[config.mk]
export PLATFORM = sky130hd
export DESIGN_NAME = rvq_top
export DESIGN_NICKNAME = d
export VERILOG_FILES = /design/src/logic/rvq_pkg.sv /design/src/logic/rvq_top.sv
export VERILOG_INCLUDE_DIRS = /design/src /design/src/logic
export SDC_FILE = /design/constraint.sdc
export NUM_CORES = 1
export LEC_CHECK = 0
export BUFFER_PORTS_ARGS = -buffer_cell sky130_fd_sc_hd__buf_2
export CAP_MARGIN = 20
export CORE_ASPECT_RATIO = 1.2
export CORE_MARGIN = 10
export CORE_UTILIZATION = 40
export CTS_CLUSTER_DIAMETER = 80
export DETAILED_ROUTE_END_ITERATION = 8
export PLACE_DENSITY = 0.67
export SLEW_MARGIN = 20
export SYNTH_ARGS = -nofsm -noshare
export SYNTH_HDL_FRONTEND = slang
export SYNTH_SLANG_ARGS = --single-unit
[constraint.sdc]
create_clock -name sys_clk -period 4.34 [get_ports sys_clk]
set_input_delay 0.217 -clock sys_clk [delete_from_list [all_inputs] [get_ports sys_clk]]
set_output_delay 0.217 -clock sys_clk [all_outputs]
set_load 0.03 [all_outputs]
[src/logic/rvq_consts.svh]
// register offsets, field positions, reset values and timing counts of the ring qualifier
`ifndef RVQ_CONSTS_SVH
`define RVQ_CONSTS_SVH

// register offsets
`define RVQ_OFS_CTL1 8'h46
`define RVQ_OFS_CTL2 8'h47
`define RVQ_OFS_CTL3 8'h48
`define RVQ_OFS_STAT 8'h4c
`define RVQ_OFS_MASK 8'h4d
`define RVQ_OFS_STATE 8'h4e

// reset values
`define RVQ_RST_CTL1 8'h96
`define RVQ_RST_CTL2 8'h2d
`define RVQ_RST_CTL3 8'h19
`define RVQ_RST_MASK 3'h0

// control three keeps bit 6 at zero
`define RVQ_CTL3_WMASK 8'hbf

// status bit positions
`define RVQ_ST_VALID 0
`define RVQ_ST_BAD 1
`define RVQ_ST_END 2

// timing figures
`define RVQ_CLK_NS 4
`define RVQ_TICK_MS 2
`define RVQ_TICK_CYC (`RVQ_TICK_MS * 1000000 / `RVQ_CLK_NS)
`define RVQ_DLY_STEP_MS 256
`define RVQ_TO_STEP_MS 128
`define RVQ_DLY_STEP_TK (`RVQ_DLY_STEP_MS / `RVQ_TICK_MS)
`define RVQ_TO_STEP_TK (`RVQ_TO_STEP_MS / `RVQ_TICK_MS)

// confirmation windows in ms, codes 0 to 7
`define RVQ_WIN0_MS 100
`define RVQ_WIN1_MS 150
`define RVQ_WIN2_MS 200
`define RVQ_WIN3_MS 256
`define RVQ_WIN4_MS 384
`define RVQ_WIN5_MS 512
`define RVQ_WIN6_MS 640
`define RVQ_WIN7_MS 1024

`endif

[src/logic/rvq_pkg.sv]
// types shared by the ring qualifier
package rvq_pkg;

    // qualification states
    typedef enum logic [1:0] {
        RVQ_IDLE = 2'b00,
        RVQ_QUAL = 2'b01,
        RVQ_DELAY = 2'b10,
        RVQ_VALID = 2'b11
    } rvq_state_e;

    // counts of 2 ms ticks
    typedef logic [9:0] rvq_tick_t;

endpackage

[src/logic/rvq_top.sv]
// ring validation qualifier: interval checks, confirmation, delay, timeout
//
// The address-and-strobe port was left to the implementer.
`timescale 1ns/1ps
`include "rvq_consts.svh"
// one clock domain; the asynchronous inputs are the reset and the line polarity,
// and only the polarity is synchronised before any logic reads it

module rvq_top
    import rvq_pkg::*;
#(
    parameter int TICK_CYCLES = `RVQ_TICK_CYC
)
(
    // clock and reset
    input wire logic sys_clk,
    input wire logic rstn,
    // register port
    input wire logic [7:0] regAddr,
    input wire logic [7:0] regWrData,
    input wire logic regWrStb,
    input wire logic regRdStb,
    output logic [7:0] regRdData,
    // line-side polarity from ring detector
    input wire logic ringPolarity,
    // results
    output logic ringValid,
    output logic ringIrq
);

    // tick counter width follows the parameter, so a short sim tick
    // and the full 2 ms count share one description
    localparam int TW = $clog2(TICK_CYCLES + 1);

    // window codes are not linear, hence a table rather than a product;
    // every code is legal, so the case needs no default
    // window length in ticks for a confirm code
    function automatic rvq_tick_t winTicks(input logic [2:0] code);
        unique case (code)
            3'h0: winTicks = 10'(`RVQ_WIN0_MS / `RVQ_TICK_MS);
            3'h1: winTicks = 10'(`RVQ_WIN1_MS / `RVQ_TICK_MS);
            3'h2: winTicks = 10'(`RVQ_WIN2_MS / `RVQ_TICK_MS);
            3'h3: winTicks = 10'(`RVQ_WIN3_MS / `RVQ_TICK_MS);
            3'h4: winTicks = 10'(`RVQ_WIN4_MS / `RVQ_TICK_MS);
            3'h5: winTicks = 10'(`RVQ_WIN5_MS / `RVQ_TICK_MS);
            3'h6: winTicks = 10'(`RVQ_WIN6_MS / `RVQ_TICK_MS);
            3'h7: winTicks = 10'(`RVQ_WIN7_MS / `RVQ_TICK_MS);
        endcase
    endfunction

    // field layout: control one holds delay low bits and the fast limit,
    // control two the delay top bit, timeout and window, control three
    // the enable and the assertion time
    // control registers
    logic [7:0] ctl1_r; // delay low bits, max-frequency threshold
    logic [7:0] ctl2_r; // delay bit 2, timeout, confirm code
    logic [7:0] ctl3_r; // enable, assertion time
    logic [2:0] stat_r; // sticky events
    logic [2:0] mask_r; // interrupt mask
    logic [2:0] statNxt; // status after set and clear

    // the pin is asynchronous to sys_clk; two stages keep a metastable
    // level away from the change detector, at two cycles of latency
    // line event sync
    logic polSync1_r; // first stage, read only by second
    logic polSync2_r; // second stage
    logic polLast_r; // previous settled level
    logic ringEvt; // one-cycle polarity change

    // one shared tick drives every counter below, so all intervals are
    // measured in whole ticks with up to one tick of phase error
    // timebase
    logic [TW-1:0] tickCnt_r;
    logic tick_r; // one pulse per 2 ms

    // event flags are one-cycle pulses into the sticky status; they are
    // registered so status and interrupt see settled values
    // qualification state
    rvq_state_e state_r;
    logic [5:0] ivTimer_r; // interval timer
    logic ivExp_r; // interval timer ran out
    rvq_tick_t confCnt_r; // ticks into confirm window
    rvq_tick_t quietCnt_r; // ticks since last event
    rvq_tick_t dlyCnt_r; // ticks into indicate delay
    logic evValid_r; // ring now indicated
    logic evBad_r; // interval failed
    logic evEnd_r; // ringing finished

    // plain wires decoded from the control registers; software may change
    // them at any time and the sequence picks up the new value at once
    // decoded fields
    logic qualEn;
    logic [5:0] rasVal;
    logic [5:0] rmxVal;
    logic [2:0] dlyCode;
    logic [3:0] rtoCode;
    logic [3:0] rtoEff;
    rvq_tick_t dlyTicks;
    rvq_tick_t toTicks;
    rvq_tick_t confTicks;
    logic wrCtl;

    // field extraction; the delay code spans two control registers
    assign qualEn = ctl3_r[7];
    assign rasVal = ctl3_r[5:0];
    assign rmxVal = ctl1_r[5:0];
    assign dlyCode = {ctl2_r[7], ctl1_r[7:6]};
    assign rtoCode = ctl2_r[6:3];
    // code zero is invalid; treat it as one step rather than never ending
    assign rtoEff = (rtoCode == 4'h0) ? 4'h1 : rtoCode;
    // linear delay, zero code gives none
    assign dlyTicks = 10'(dlyCode * `RVQ_DLY_STEP_TK);
    assign toTicks = 10'(rtoEff * `RVQ_TO_STEP_TK);
    assign confTicks = winTicks(ctl2_r[2:0]);
    // one-cycle pulse on either edge of the settled polarity
    assign ringEvt = polSync2_r ^ polLast_r;
    // every write strobe goes to the control decode; status decodes its own
    assign wrCtl = regWrStb;

    // both polarity edges count as events; the reset level is low, so a line
    // idling low gives no false event after reset
    // pin sync, then change detect on the settled copy
    always_ff @(posedge sys_clk or negedge rstn) begin
        if (!rstn) begin
            polSync1_r <= 1'b0;
            polSync2_r <= 1'b0;
            polLast_r <= 1'b0;
        end else begin
            polSync1_r <= ringPolarity;
            polSync2_r <= polSync1_r;
            polLast_r <= polSync2_r;
        end
    end

    // trade-off: a free tick lets the first interval after an event be up
    // to one tick short, which the threshold margin is meant to absorb
    // 2 ms timebase; free running so ticks stay evenly spaced
    always_ff @(posedge sys_clk or negedge rstn) begin
        if (!rstn) begin
            tickCnt_r <= '0;
            tick_r <= 1'b0;
        end else if (tickCnt_r == TW'(TICK_CYCLES - 1)) begin
            // last count of the period: wrap and pulse
            tickCnt_r <= '0;
            tick_r <= 1'b1;
        end else begin
            tickCnt_r <= tickCnt_r + 1'b1;
            tick_r <= 1'b0;
        end
    end

    // writes land on the strobe edge; the slave never stalls the master.
    // status is written elsewhere because its clear must lose to new events
    // control register writes
    always_ff @(posedge sys_clk or negedge rstn) begin
        if (!rstn) begin
            ctl1_r <= `RVQ_RST_CTL1;
            ctl2_r <= `RVQ_RST_CTL2;
            ctl3_r <= `RVQ_RST_CTL3;
            mask_r <= `RVQ_RST_MASK;
        end else if (wrCtl) begin
            unique case (regAddr)
                `RVQ_OFS_CTL1: ctl1_r <= regWrData;
                `RVQ_OFS_CTL2: ctl2_r <= regWrData;
                // reserved bit kept at zero
                `RVQ_OFS_CTL3: ctl3_r <= regWrData & `RVQ_CTL3_WMASK;
                `RVQ_OFS_MASK: mask_r <= regWrData[2:0];
                // other addresses ignored
                default: ;
            endcase
        end
    end

    // the timer stops at zero and raises the expiry flag; a load on the same
    // edge as a tick wins, so that tick is not counted against the interval
    // interval timer, loaded on every event
    always_ff @(posedge sys_clk or negedge rstn) begin
        if (!rstn) begin
            ivTimer_r <= 6'h00;
            ivExp_r <= 1'b0;
        end else if (!qualEn) begin
            // disabled: timer cleared so a later enable starts clean
            ivTimer_r <= 6'h00;
            ivExp_r <= 1'b0;
        end else if (ringEvt) begin
            ivTimer_r <= rasVal;
            // zero assertion time means already expired
            ivExp_r <= (rasVal == 6'h00);
        end else if (tick_r && ivTimer_r != 6'h00) begin
            ivTimer_r <= ivTimer_r - 6'h01;
            ivExp_r <= (ivTimer_r == 6'h01);
        end
    end

    // counts whole ticks since the last crossing and saturates at the
    // timeout so it cannot wrap and hide a finished ring
    // silence counter for end of ringing
    always_ff @(posedge sys_clk or negedge rstn) begin
        if (!rstn) begin
            quietCnt_r <= '0;
        end else if (!qualEn || ringEvt || state_r == RVQ_IDLE) begin
            quietCnt_r <= '0;
        end else if (tick_r && quietCnt_r < toTicks) begin
            quietCnt_r <= quietCnt_r + 10'h001;
        end
    end

    // idle waits for a first event, qualifying checks every interval over
    // the window, delay holds off the indication, valid holds it; the
    // enable overrides every state and the timeout every state but idle
    // qualification sequence
    always_ff @(posedge sys_clk or negedge rstn) begin
        if (!rstn) begin
            state_r <= RVQ_IDLE;
            confCnt_r <= '0;
            dlyCnt_r <= '0;
            ringValid <= 1'b0;
            evValid_r <= 1'b0;
            evBad_r <= 1'b0;
            evEnd_r <= 1'b0;
        end else begin
            evValid_r <= 1'b0;
            evBad_r <= 1'b0;
            evEnd_r <= 1'b0;
            if (!qualEn) begin
                // disabled: drop everything
                state_r <= RVQ_IDLE;
                confCnt_r <= '0;
                dlyCnt_r <= '0;
                ringValid <= 1'b0;
            end else if (state_r != RVQ_IDLE && quietCnt_r >= toTicks) begin
                // silent too long: ringing over
                state_r <= RVQ_IDLE;
                ringValid <= 1'b0;
                evEnd_r <= 1'b1;
            end else begin
                unique case (state_r)
                    RVQ_IDLE: begin
                        // first event opens a window
                        // the timer is loaded by its own process on this edge
                        if (ringEvt) begin
                            state_r <= RVQ_QUAL;
                            confCnt_r <= '0;
                        end
                    end
                    RVQ_QUAL: begin
                        if (ringEvt && (ivExp_r || ivTimer_r > rmxVal)) begin
                            // too slow or too fast
                            evBad_r <= 1'b1;
                            confCnt_r <= '0;
                        end else if (tick_r) begin
                            // an open expiry blocks the verdict
                            if (confCnt_r >= confTicks - 10'h001 && !ivExp_r) begin
                                confCnt_r <= '0;
                                dlyCnt_r <= '0;
                                if (dlyTicks == '0) begin
                                    state_r <= RVQ_VALID;
                                    ringValid <= 1'b1;
                                    evValid_r <= 1'b1;
                                end else begin
                                    state_r <= RVQ_DELAY;
                                end
                            end else if (confCnt_r < confTicks) begin
                                confCnt_r <= confCnt_r + 10'h001;
                            end
                        end
                    end
                    RVQ_DELAY: begin
                        // hold off the indication
                        // intervals are not checked here; only the timeout or a disable cuts it short
                        if (tick_r) begin
                            if (dlyCnt_r >= dlyTicks - 10'h001) begin
                                state_r <= RVQ_VALID;
                                ringValid <= 1'b1;
                                evValid_r <= 1'b1;
                            end else begin
                                dlyCnt_r <= dlyCnt_r + 10'h001;
                            end
                        end
                    end
                    RVQ_VALID: begin
                        // stays until timeout or disable
                        // later intervals are not rechecked once valid
                        ringValid <= 1'b1;
                    end
                endcase
            end
        end
    end

    // a clear and a new event on the same edge leave the bit set, so
    // software never loses an event it has not yet seen
    // sticky status: new events win over a write-one clear
    always_comb begin
        statNxt = stat_r;
        if (regWrStb && regAddr == `RVQ_OFS_STAT) begin
            statNxt = stat_r & ~regWrData[2:0];
        end
        statNxt[`RVQ_ST_VALID] = statNxt[`RVQ_ST_VALID] | evValid_r;
        statNxt[`RVQ_ST_BAD] = statNxt[`RVQ_ST_BAD] | evBad_r;
        statNxt[`RVQ_ST_END] = statNxt[`RVQ_ST_END] | evEnd_r;
    end

    // the interrupt follows the next status value: it rises with the status
    // bit and drops with its clear, one edge after a mask write
    // status and interrupt line
    always_ff @(posedge sys_clk or negedge rstn) begin
        if (!rstn) begin
            stat_r <= 3'h0;
            ringIrq <= 1'b0;
        end else begin
            stat_r <= statNxt;
            ringIrq <= |(statNxt & mask_r);
        end
    end

    // idle cycles return zero so a stale value is never mistaken for a read;
    // the state view lets software watch qualification progress
    // read data valid the cycle after the strobe only
    always_ff @(posedge sys_clk or negedge rstn) begin
        if (!rstn) begin
            regRdData <= 8'h00;
        end else if (!regRdStb) begin
            regRdData <= 8'h00;
        end else begin
            unique case (regAddr)
                `RVQ_OFS_CTL1: regRdData <= ctl1_r;
                `RVQ_OFS_CTL2: regRdData <= ctl2_r;
                `RVQ_OFS_CTL3: regRdData <= ctl3_r;
                `RVQ_OFS_STAT: regRdData <= {5'h00, stat_r};
                `RVQ_OFS_MASK: regRdData <= {5'h00, mask_r};
                `RVQ_OFS_STATE: regRdData <= {ringValid, ivExp_r, 4'h0, state_r};
                // unmapped reads as zero
                default: regRdData <= 8'h00;
            endcase
        end
    end

endmodule

# After elaboration in Yosys (flattened, before gate mapping)
# Memory sizes are Yosys's and may differ from the RTL's.
# Cells that the tools add are included.
dict set report totals {
  reg_bits 104
  romBits 80
  in_bits 21
  output_inout_bits 10
  elab_cells 166
  mem_count 1
}
dict set report classes {
  n_addsub 7
  order_cmp 6
  eq_ne 32
  n_mux 64
  bitwise_logic 7
  reduce_logical 27
}
# memory depth word_bits read_ports rd_ports_with_merged_regs wr line_no
set mem_list {}
lappend mem_list {{(no name shown)} 8 10 1 0 0 rvq_top.sv:39} ;# unique case (code)
# cell count
set op_table {}
lappend op_table {{10-bit 2-to-1 mux} 16}
lappend op_table {{8-bit by 7-bit equality test with 1-bit output, second input constant} 6}
lappend op_table {{8-bit one-hot mux with 6 select lines} 1}
lappend op_table {{10-bit one-hot mux with 2 select lines} 2}
lappend op_table {{10-bit by 1-bit adder with 10-bit output, second input constant} 3}
lappend op_table {{10-bit greater-or-equal comparator} 3}
lappend op_table {{4-bit inequality test, second input constant} 7}
lappend op_table {{1-bit 2-to-1 mux} 27}
lappend op_table {{7-bit AND reduction} 3}
lappend op_table {{10-bit less-than comparator} 2}
lappend op_table {{10-bit by 1-bit subtractor with 10-bit output, second input constant} 2}
lappend op_table {{19-bit by 1-bit adder with 19-bit output, second input constant} 1}
lappend op_table {{19-bit equality test, second input constant} 1}
lappend op_table {{19-bit 2-to-1 mux} 1}
lappend op_table {{6-bit 2-to-1 mux} 3}
lappend op_table {{3-bit inequality test, second input constant} 6}
lappend op_table {{2-bit 2-to-1 mux} 8}
lappend op_table {{10-bit zero test} 1}
lappend op_table {{5-bit by 1-bit inequality test with 1-bit output, second input constant} 2}
lappend op_table {{3-bit by 1-bit inequality test with 1-bit output, second input constant} 3}
lappend op_table {{8-bit 2-to-1 mux} 1}
lappend op_table {{2-bit AND reduction} 4}
lappend op_table {{3-bit AND} 2}
lappend op_table {{6-bit by 1-bit equality test with 1-bit output, second input constant} 1}
lappend op_table {{other kinds (25)} 37}

# Depth between registers and ports, before layout
# Gate-level depths: netlist of the first run.
# An unclocked memory read counts as a cell.
dict set report depth {
  ltp_word 10
  ltp_mapped 17
  mapped_depth_nobuf 15
}

# Worst setup path after synthesis of the first run
# Ideal clock, no wire load.
dict set report synth_path {
  path_kind {register to register}
  startpoint {register ctl2_r[0]}
  endpoint {register dlyCnt_r[8]}
  setup_time_ns 0.082
  t_arrival_ns 3.686
  required_time_ns 4.258
  slack_ns 0.572
  path_stages_with_launch 18
  period_less_slack_ns 3.768
  path_cell_list {dfstp_2 clkbuf_1 inv_1 ha_1 nand2b_1 nand3_1 nor2b_1 nand4b_1 xnor2_1 ha_1 nand2_1 nor2_1 a31oi_1 a21bo_2 a211o_1 buf_6 or4b_1 a31oi_1}
}
dict set report synth_between {
  elab_chain_len 6
}
# item line_no
set synth_rtl {}
lappend synth_rtl {{start, declared} rvq_top.sv:56} ;# logic [7:0] ctl2_r;
lappend synth_rtl {{start signal, assigned} rvq_top.sv:158} ;# ctl2_r <= `RVQ_RST_CTL2;
lappend synth_rtl {{start signal, assigned} rvq_top.sv:164} ;# `RVQ_OFS_CTL2: ctl2_r <= regWrData;
lappend synth_rtl {{memory 8 x 10 bit} --}
lappend synth_rtl {{10-bit by 1-bit subtractor with 10-bit output} rvq_top.sv:253} ;# if (confCnt_r >= confTicks - 10'h001 && !ivExp_r) begin
lappend synth_rtl {{10-bit greater-or-equal comparator} rvq_top.sv:253}
lappend synth_rtl {{1-bit logical AND} rvq_top.sv:253}
lappend synth_rtl {{3-bit inequality test (no line)} --}
lappend synth_rtl {{7-bit AND reduction (no line)} --}
lappend synth_rtl {{end signal, assigned} rvq_top.sv:277} ;# dlyCnt_r <= dlyCnt_r + 10'h001;
lappend synth_rtl {{end, declared} rvq_top.sv:84} ;# rvq_tick_t dlyCnt_r;
# No other way between the ends.
# A chain may end at the register's enable or synchronous reset.

# Worst setup path after layout of the first run
dict set report layout_path {
  startpoint {register ctl2_r[0]}
  endpoint {register dlyCnt_r[9]}
}
# Same word-level chain as after synthesis.

==> metrics.md, run 1 <==
| Metric | Value |
|---|---|
| Worst R2R End | dlyCnt_r[9] |
| Most frequent cells in the layout | dfrtp_1 (93), nor2_1 (62), nand2_1 (62), ha_1 (51), nand3_1 (36) |
| Met1 Use GR | 16.5% |
| Post-Layout Cell Count | approximately 880 |
| Kind of critical path | reg2reg |
| Flop2flop setup slack | 0.26 ns |
| DRC violations left | 0 |
| Final antenna-violating net count | 0 |
| Initial Util | 41.2% |
| Peak VDD IR | approximately 0.22 mV |
| Register area share after synthesis | between 40% and 50% |
| Row cnt | 49 |
| CTS clk-pin slew, worst paths | around 0.07 ns |
| Avg Cell Area, Syn | between 9 and 10 um^2 |
| Hold Fails Final Rpt | 0 |
| F_max | between 200 and 250 MHz |
| Worst setup EP type | register |
| CP max stage delay | roughly 0.62 ns |
| Critical path launch point type | register |
| Max FO, Critical Path | 12 |
| Fill cell count | 1432 |
| Register area | roughly 2600 um^2 |
| Top cells by area, synth | dfrtp_1 (37%), ha_1 (10%), dfstp_2 (4.6%), nand2_1 (3.7%), nor2_1 (3.7%) |
| Final Skew | approximately 0.0051 ns |
| H-tree level count | 3 |
| Async set-reset flop share out of synthesis | between 90% and 100% |
| Worst Tran Pin Value | just over 1 ns |
| CP arrival | approximately 4.3 ns |
| Gr usage total | a little over an eighth |
| Final wirelength | about 14 mm |
| Antenna violations before repair | 0 |
| Fin crit share | 94.0% |
| Worst path required time | about 4.6 ns |
| CP Cell Sequence | inv_1, ha_1, o21ai_0, nand3_1, xnor2_1, ha_1, a21oi_1, o21ai_0, a31oi_1, a21bo_2, a211o_1, or4b_1, a31oi_1 |
| I/O pin count | 31 |
| DR pass1 iterations | 5 |
| Area of the multi-input gates | 3420 um^2 |
| Core area | around 15000 um^2 |
| Clk Latency, worst-skew pair | roughly 0.35 ns |
| Outcome | completed |
| Static leakage | slightly above 0.003 uW |
| Via count | about 4900 |
| Grt ovf | 0 |
| Setup TNS | 0 ns |
| Maxcap violations | 0 |
| Port bufs | 30 |
| P per Cell Area | between 300 and 400 nW/um^2 |
| Die Y | between 150 and 200 um |
| Clock buffer depth | 2 |
| GR peak layer | met2 |
| Global-route wire length before repair | around 24 mm |
| Synthesized Nets | around 700 |
| Reg2reg start | ctl2_r[0] |
| # nets final | around 750 |
| Area leader, netlist | dfrtp_1 |
| Total die area | about 21000 um^2 |
| Area grow syn2layout | 11.7% |
| # diodes | 0 |
| Met2 Use GR | roughly 23% |
| Largest net degree at the start of global routing | 79 |
| Post-Place Cells | about 870 |
| Proportion of layout cells with a drive suffix above 1 | between 10% and 20% |
| Syn Inst Count | 645 |
| Post-CTS setup buffer count | 0 |
| Worst hold path class | in2async |
| Max_slew headroom | ~32% |
| M3 GR Usage | 3.20% |
| Die Width | around 130 um |
| R2R depth | 13 |
| TritonCTS clock tree | built |
| Vias/cell | 5.55 |
| Setup repair after global routing missed its margin | no |
| Gpl congestion | approximately 0.86 |
| Hold_buf cts | 1 |
| Hpwl dp | between 10 and 15 mm |
| Num CTS Buffers | 9 |
| Slew Viols, Final | 0 |
| Final-report setup violation count | 0 |
| DRT iter0 DRCs | about 320 |
| Post-synth cell types | 63 |
| Synth Warn # | 0 |
| Tmin final | 4.08 ns |
| Top_reg_cell synth | dfrtp_1 |
| Avg WL per Cell | 15.8 um |
| Critical path's slowest cell | dfstp_2 |
| Post-CTS Resized | 0 |
| Register bit total from synthesis | approximately 100 |
| CTS Sinks | 104 |
| Number of global-route vias before repair | ~4800 |
| Number of synthesized flops with an enable pin | 0 |
| Most common cell after layout, fill and taps aside | dfrtp_1 |
| Root Driver | clkbuf_16 |
| Mapped Area | 6230 um^2 |
| Post-synth top area share | 37.3% |
-- area by class of cell --
class                      instances  share of cell area [%]
clock buffer                      12                    3.68
clock inverter                     4                    1.42
inverter                          33                    1.78
multi-input combinational        490                    49.1
sequential                       104                    37.6
tap                              204                    3.67
timing repair buffer              35                    2.77
-- cell usage after synthesis (7+ instances only) --
| cell type | number |
|---|---|
| mux2i_1 | 8 |
| nor4_1 | 8 |
| nor2_1 | 62 |
| xnor2_1 | 18 |
| inv_1 | 32 |
| a21oi_1 | 20 |
| nand4_1 | 8 |
| a211oi_1 | 11 |
| dfrtp_1 | 93 |
| nand2_1 | 62 |
| mux2_2 | 19 |
| a31oi_1 | 7 |
| nand2b_1 | 11 |
| o21ai_0 | 27 |
| and3_1 | 9 |
| clkbuf_1 | 17 |
| dfstp_2 | 11 |
| nand3_1 | 36 |
| xor2_1 | 19 |
| ha_1 | 51 |
-- metrics by stage --
step	util, %	hold WS (ns)	total power [uW]	cell area (um^2)	setup slack (ns)
floorplan	-	-0.0786	1130	6230	0.572
global placement	43.6	0.330	1190	6600	0.534
detailed placement	43.6	0.336	1190	6600	0.303
CTS	46.0	0.0574	2160	6960	0.287
global route	46.0	0.0766	2220	6960	0.0142
finish	46.0	0.00167	2140	6960	0.259
-- layer usage --
| layer | up-vias | wire (um) |
|---|---|---|
| met1 | 2381 | 6100 |
| met2 | 100 | 6890 |
| met4 | 0 | 292 |
| met3 | 20 | 635 |
| met5 | - | 0 |
| li1 | 2395 | - |
-- logic make-up (layout without fill, tap and decap cells) --
group	after synthesis	after routing	share of synthesized area, %
AND/OR/NAND/NOR	243	243	19.4
XOR/XNOR	38	38	5.46
adder cells (fa/ha/maj)	51	51	10.2
multiplexers	27	27	4.72
flip-flops	104	104	42.0
AO/OA/AOI/OAI	131	131	15.0
buffers and inverters	51	84	3.19
-- flip-flops by register name (all words and copies together) (netlist names), 2 cells and up --
| name | flops |
|---|---|
| dlyCnt_r | 10 |
| stat_r | 3 |
| confCnt_r | 10 |
| ctl1_r | 8 |
| mask_r | 3 |
| ctl2_r | 8 |
| state_r | 2 |
| ctl3_r | 7 |
| tickCnt_r | 19 |
| regRdData | 8 |
| ivTimer_r | 6 |
| quietCnt_r | 10 |
-- where the power goes --
part / switching [uW] / total, uW / internal (uW)
Sequential: 20.0 / 1010 / 991
Clock: 360 / 957 / 598
Combinational: 103 / 167 / 64.1
Total: 483 / 2140 / 1650
-- worst max path at each step --
stage / from / endpoint / cells past startpoint
after floorplan: ctl2_r[0] / dlyCnt_r[8] / 17
after global placement: ctl2_r[0] / dlyCnt_r[9] / 15
after detailed placement: ctl2_r[0] / dlyCnt_r[9] / 13
after CTS: ctl2_r[0] / dlyCnt_r[9] / 13
after global routing: ctl2_r[0] / dlyCnt_r[9] / 13
final: ctl2_r[0] / dlyCnt_r[9] / 13
-- critical path: cells and delay by family, from the launching register on --
kind,cells,cell delay (ns)
simple gates,2,0.73
compound gates,7,1.71
buf+inv,1,0.11
flops,1,0.62
xor+xnor,1,0.16
fa+ha+maj,2,0.67
Note: power is estimated with default switching activity, not from simulation.
==> run 2, diff against run 1 <==
- ABC_AREA: not set -> 1
- CORE_ASPECT_RATIO: 1.2 -> 0.5
==> run 2 against run 1 <==
Compared with the run above: area after synthesis increased by 6.6%; synthesized cell count increased by 32%; sequential share of layout area decreased by 2.1 points; wire length increased by 7.5%; fmax increased by 13%; hold slack improved by 0.083 ns; first-iteration DRC count increased by 27%; non-clock buffer count decreased by 1; cell count increased by 27%; flip-flop and latch count unchanged; core utilization decreased by 0.91 points; register-to-register slack improved by 0.47 ns; critical path type unchanged; largest cell class unchanged.
==> metrics.md, run 2 <==
| Metric | Value |
|---|---|
| Outcome | completed (unchanged) |
| Critical path's slowest cell | dfstp_2 (unchanged) |
| Die Width | 202 um (was 134 um) |
| Port bufs | 30 (unchanged) |
| Num CTS Buffers | 9 (unchanged) |
| Fill cell count | 1597 (was 1432) |
| CTS clk-pin slew, worst paths | 0.08 ns (was 0.07 ns) |
| Adder-Cell Fraction of Synth Area | 9.60% (was 10.2%) |
| Most common cell after layout, fill and taps aside | nand2_1 (was dfrtp_1) |
| # nets final | 959 (was 745) |
| Post-CTS Resized | 0 (unchanged) |
| H-tree level count | 3 (unchanged) |
| Antenna violations before repair | 0 (unchanged) |
| Worst setup path startpoint | ctl2_r[0] (unchanged) |
| Worst Tran Pin Value | 0.672 ns (was 1.01 ns) |
| Largest family of logic cells by synthesized area | simple AND/OR/NAND/NOR gates (unchanged) |
| P per Cell Area | 283 nW/um^2 (was 307 nW/um^2) |
| Final antenna-violating net count | 0 (unchanged) |
| Largest net degree at the start of global routing | 78 (was 79) |
| Fin crit share | 83.1% (was 94.0%) |
| Synth top cells by count | nand2_1 (221), inv_1 (108), dfrtp_1 (93) (was dfrtp_1 (93), nand2_1 (62), nor2_1 (62)) |
| Most frequent cell after synthesis | nand2_1 (was dfrtp_1) |
| Worst path required time | 4.59 ns (was 4.60 ns) |
| Global-route wire length before repair | 26.2 mm (was 23.5 mm) |
| Avg Cell Area, Syn | 7.80 um^2 (was 9.67 um^2) |
| Hold Fails Final Rpt | 0 (unchanged) |
| Die Y | 111 um (was 157 um) |
| CP max stage delay | 0.57 ns (was 0.62 ns) |
| Register bit total from synthesis | 104 (unchanged) |
| Peak VDD IR | 0.188 mV (was 0.220 mV) |
| Post-synth top area share | 35.0% (was 37.3%) |
| Synthesized Nets | 924 (was 717) |
| Initial Util | 40.6% (was 41.2%) |
| Proportion of layout cells with a drive suffix above 1 | 11.7% (was 13.4%) |
| Kind of critical path | reg2reg (unchanged) |
| Number of synthesized flops with an enable pin | 0 (unchanged) |
| Final Skew | 0.0129 ns (was 0.00511 ns) |
| # diodes | 0 (unchanged) |
| Setup repair after global routing missed its margin | no (unchanged) |
| Syn Inst Count | 852 (was 645) |
| Synth Warn # | 0 (unchanged) |
| DP Worst Slack | 0.748 ns (was 0.303 ns) |
| Top cells by area, synth | dfrtp_1 (35%), nand2_1 (12%), ha_1 (9.6%), inv_1 (6.1%), dfstp_2 (4.3%) (was dfrtp_1 (37%), ha_1 (10%), dfstp_2 (4.6%), nand2_1 (3.7%), nor2_1 (3.7%)) |
| Reg2reg start | ctl2_r[0] (unchanged) |
| Post-synth cell types | 52 (was 63) |
| Avg WL per Cell | 13.4 um (was 15.8 um) |
| Hpwl dp | 11.2 mm (was 10.3 mm) |
| F_max | 277 MHz (was 245 MHz) |
| Clock buffer depth | 2 (unchanged) |
| CP Cell Sequence | inv_1, ha_1, o21ai_0, nand4_1, xor2_1, ha_1, nand2_1, nor2_1, nand3_1, nand3_1, nand2_2, nand2_4, nand2_1, nor2_2, nand2_2, nand2_1, nand2_1 (was inv_1, ha_1, o21ai_0, nand3_1, xnor2_1, ha_1, a21oi_1, o21ai_0, a31oi_1, a21bo_2, a211o_1, or4b_1, a31oi_1) |
| Register bank with the most flops | tickCnt_r (unchanged) |
| Worst hold path class | in2reg (was in2async) |
| Critical path launch point type | register (unchanged) |
| Synth Area in Compound Gates | 10.5% (was 15.0%) |
| Register area share after synthesis | 39.4% (was 42.0%) |
| Hold_buf cts | 1 (unchanged) |
| Setup TNS | 0 ns (unchanged) |
| Worst setup EP type | register (unchanged) |
| Maxcap violations | 0 (unchanged) |
| Via count | 5711 (was 4896) |
| Row cnt | 33 (was 49) |
| Max FO, Critical Path | 11 (was 12) |
| HP Start | regWrData[1] |
| I/O pin count | 31 (unchanged) |
| Tmin final | 3.61 ns (was 4.08 ns) |
| Vias/cell | 5.10 (was 5.55) |
| Crit path max-delay family | simple AND/OR/NAND/NOR gates (was compound AO/OA/AOI/OAI gates) |
| Crit path top cell by count | nand2_1 |
| Gpl congestion | 0.854 (was 0.858) |
| Grt ovf | 0 (unchanged) |
| Mapped Area | 6650 um^2 (was 6230 um^2) |
| Post-CTS setup buffer count | 0 (unchanged) |
| CTS Sinks | 104 (unchanged) |
| Final WS setup | 0.731 ns (was 0.259 ns) |
| DRC violations left | 0 (unchanged) |
| Post-synthesis mux area share | 0.151% (was 4.72%) |
| Slew Viols, Final | 0 (unchanged) |
| Worst Path Buf+Inv | 1 (unchanged) |
| Most frequent cells in the layout | nand2_1 (221), inv_1 (108), dfrtp_1 (93), nor2_1 (64), o21ai_0 (53) (was dfrtp_1 (93), nor2_1 (62), nand2_1 (62), ha_1 (51), nand3_1 (36)) |
| Largest register FFs | 19 (unchanged) |
| Static leakage | 0.00366 uW (was 0.00309 uW) |
| Final-report setup violation count | 0 (unchanged) |
| Max_slew headroom | 55.2% (was 32.5%) |
| Async set-reset flop share out of synthesis | 100% (unchanged) |
| Core area | 16400 um^2 (was 15100 um^2) |
| CP arrival | 3.86 ns (was 4.34 ns) |
| Number of global-route vias before repair | 5567 (was 4777) |
| Clk Latency, worst-skew pair | 0.35 ns (about the same) |
| Top_reg_cell synth | dfrtp_1 (unchanged) |
| TritonCTS clock tree | built (unchanged) |
| Area grow syn2layout | 10.9% (was 11.7%) |
| Area leader, netlist | dfrtp_1 (unchanged) |
| Gr usage total | 13.7% (about the same) |
| Final wirelength | 15.0 mm (was 13.9 mm) |
| Post-Synth XOR/XNOR Area | 3.82% (was 5.46%) |
| Total die area | 22500 um^2 (was 21000 um^2) |
| DR pass1 iterations | 5 (unchanged) |
| DRT iter0 DRCs | 408 (was 321) |
| Simple-gate share of the synthesized area | 28.9% (was 19.4%) |
| Root Driver | clkbuf_16 (unchanged) |
run 2: kinds of logic after synthesis:
family          count (synthesis)
simple gates                  422
mux                             1
xor+xnor                       29
flops                         104
buf+inv                       126
fa+ha+maj                      51
compound gates                119
run 2: area by class of cell:
class	instances	area (um^2)	share of cell area [%]
clock inverters	7	87.6	1.19
well taps	227	284	3.85
repair buffers	34	200	2.72
multi-input cells	622	3520	47.8
clock buffers	9	225	3.06
flip-flops and latches	104	2620	35.5
inverters	116	435	5.91
run 2: path summary, 6_finish.rpt:
| kind | to | slack (ns) | cells after the start |
|---|---|---|---|
| max | dlyCnt_r[6] | 0.73 | 17 |
| min | ctl2_r[1] | 0.08 | 3 |
| max reg2reg | dlyCnt_r[6] | 0.73 | 17 |
| min reg2reg | polSync2_r | 0.38 | 0 |
| max in group asynchronous | ctl1_r[1] | 2.90 | 4 |
| min in group asynchronous | quietCnt_r[6] | 0.37 | 2 |
run 2: worst reg2reg max path: stages (launching register included):
cell	delay (ns)
dfstp_2	0.57
inv_1	0.14
ha_1	0.39
o21ai_0	0.37
nand4_1	0.16
xor2_1	0.17
ha_1	0.29
nand2_1	0.05
nor2_1	0.12
nand3_1	0.09
nand3_1	0.10
nand2_2	0.13
nand2_4	0.10
nand2_1	0.06
nor2_2	0.35
nand2_2	0.24
nand2_1	0.12
nand2_1	0.05
run 2: power breakdown:
part	internal, uW	total (uW)	switching [uW]
Sequential	994	1010	18.5
Combinational	76.0	222	146
Clock	460	848	389
Total	1530	2080	553
run 2: per-stage QoR:
step / cells / total power [uW] / util (%) / hold slack [ns] / instance area (um^2)
finish: 1119 / 2080 / 45.1 / 0.0845 / 7370
global route: 1119 / 2180 / 45.1 / 0.115 / 7370
CTS: 1117 / 2100 / 44.9 / 0.0656 / 7340
detailed placement: 1100 / 1250 / 42.9 / 0.350 / 7020
global placement: 1100 / 1240 / 42.9 / 0.349 / 7020
floorplan: 852 / 1180 / - / -0.0786 / 6650
run 2: layer usage:
metal  GRT usage, %  part of all wire, %  vias up
met5              0                    0        -
met3           2.04                  3.8       23
met1           18.1                   49     2695
met4           4.20                  1.7        0
li1               -                    -     2855
met2           22.4                   45      138
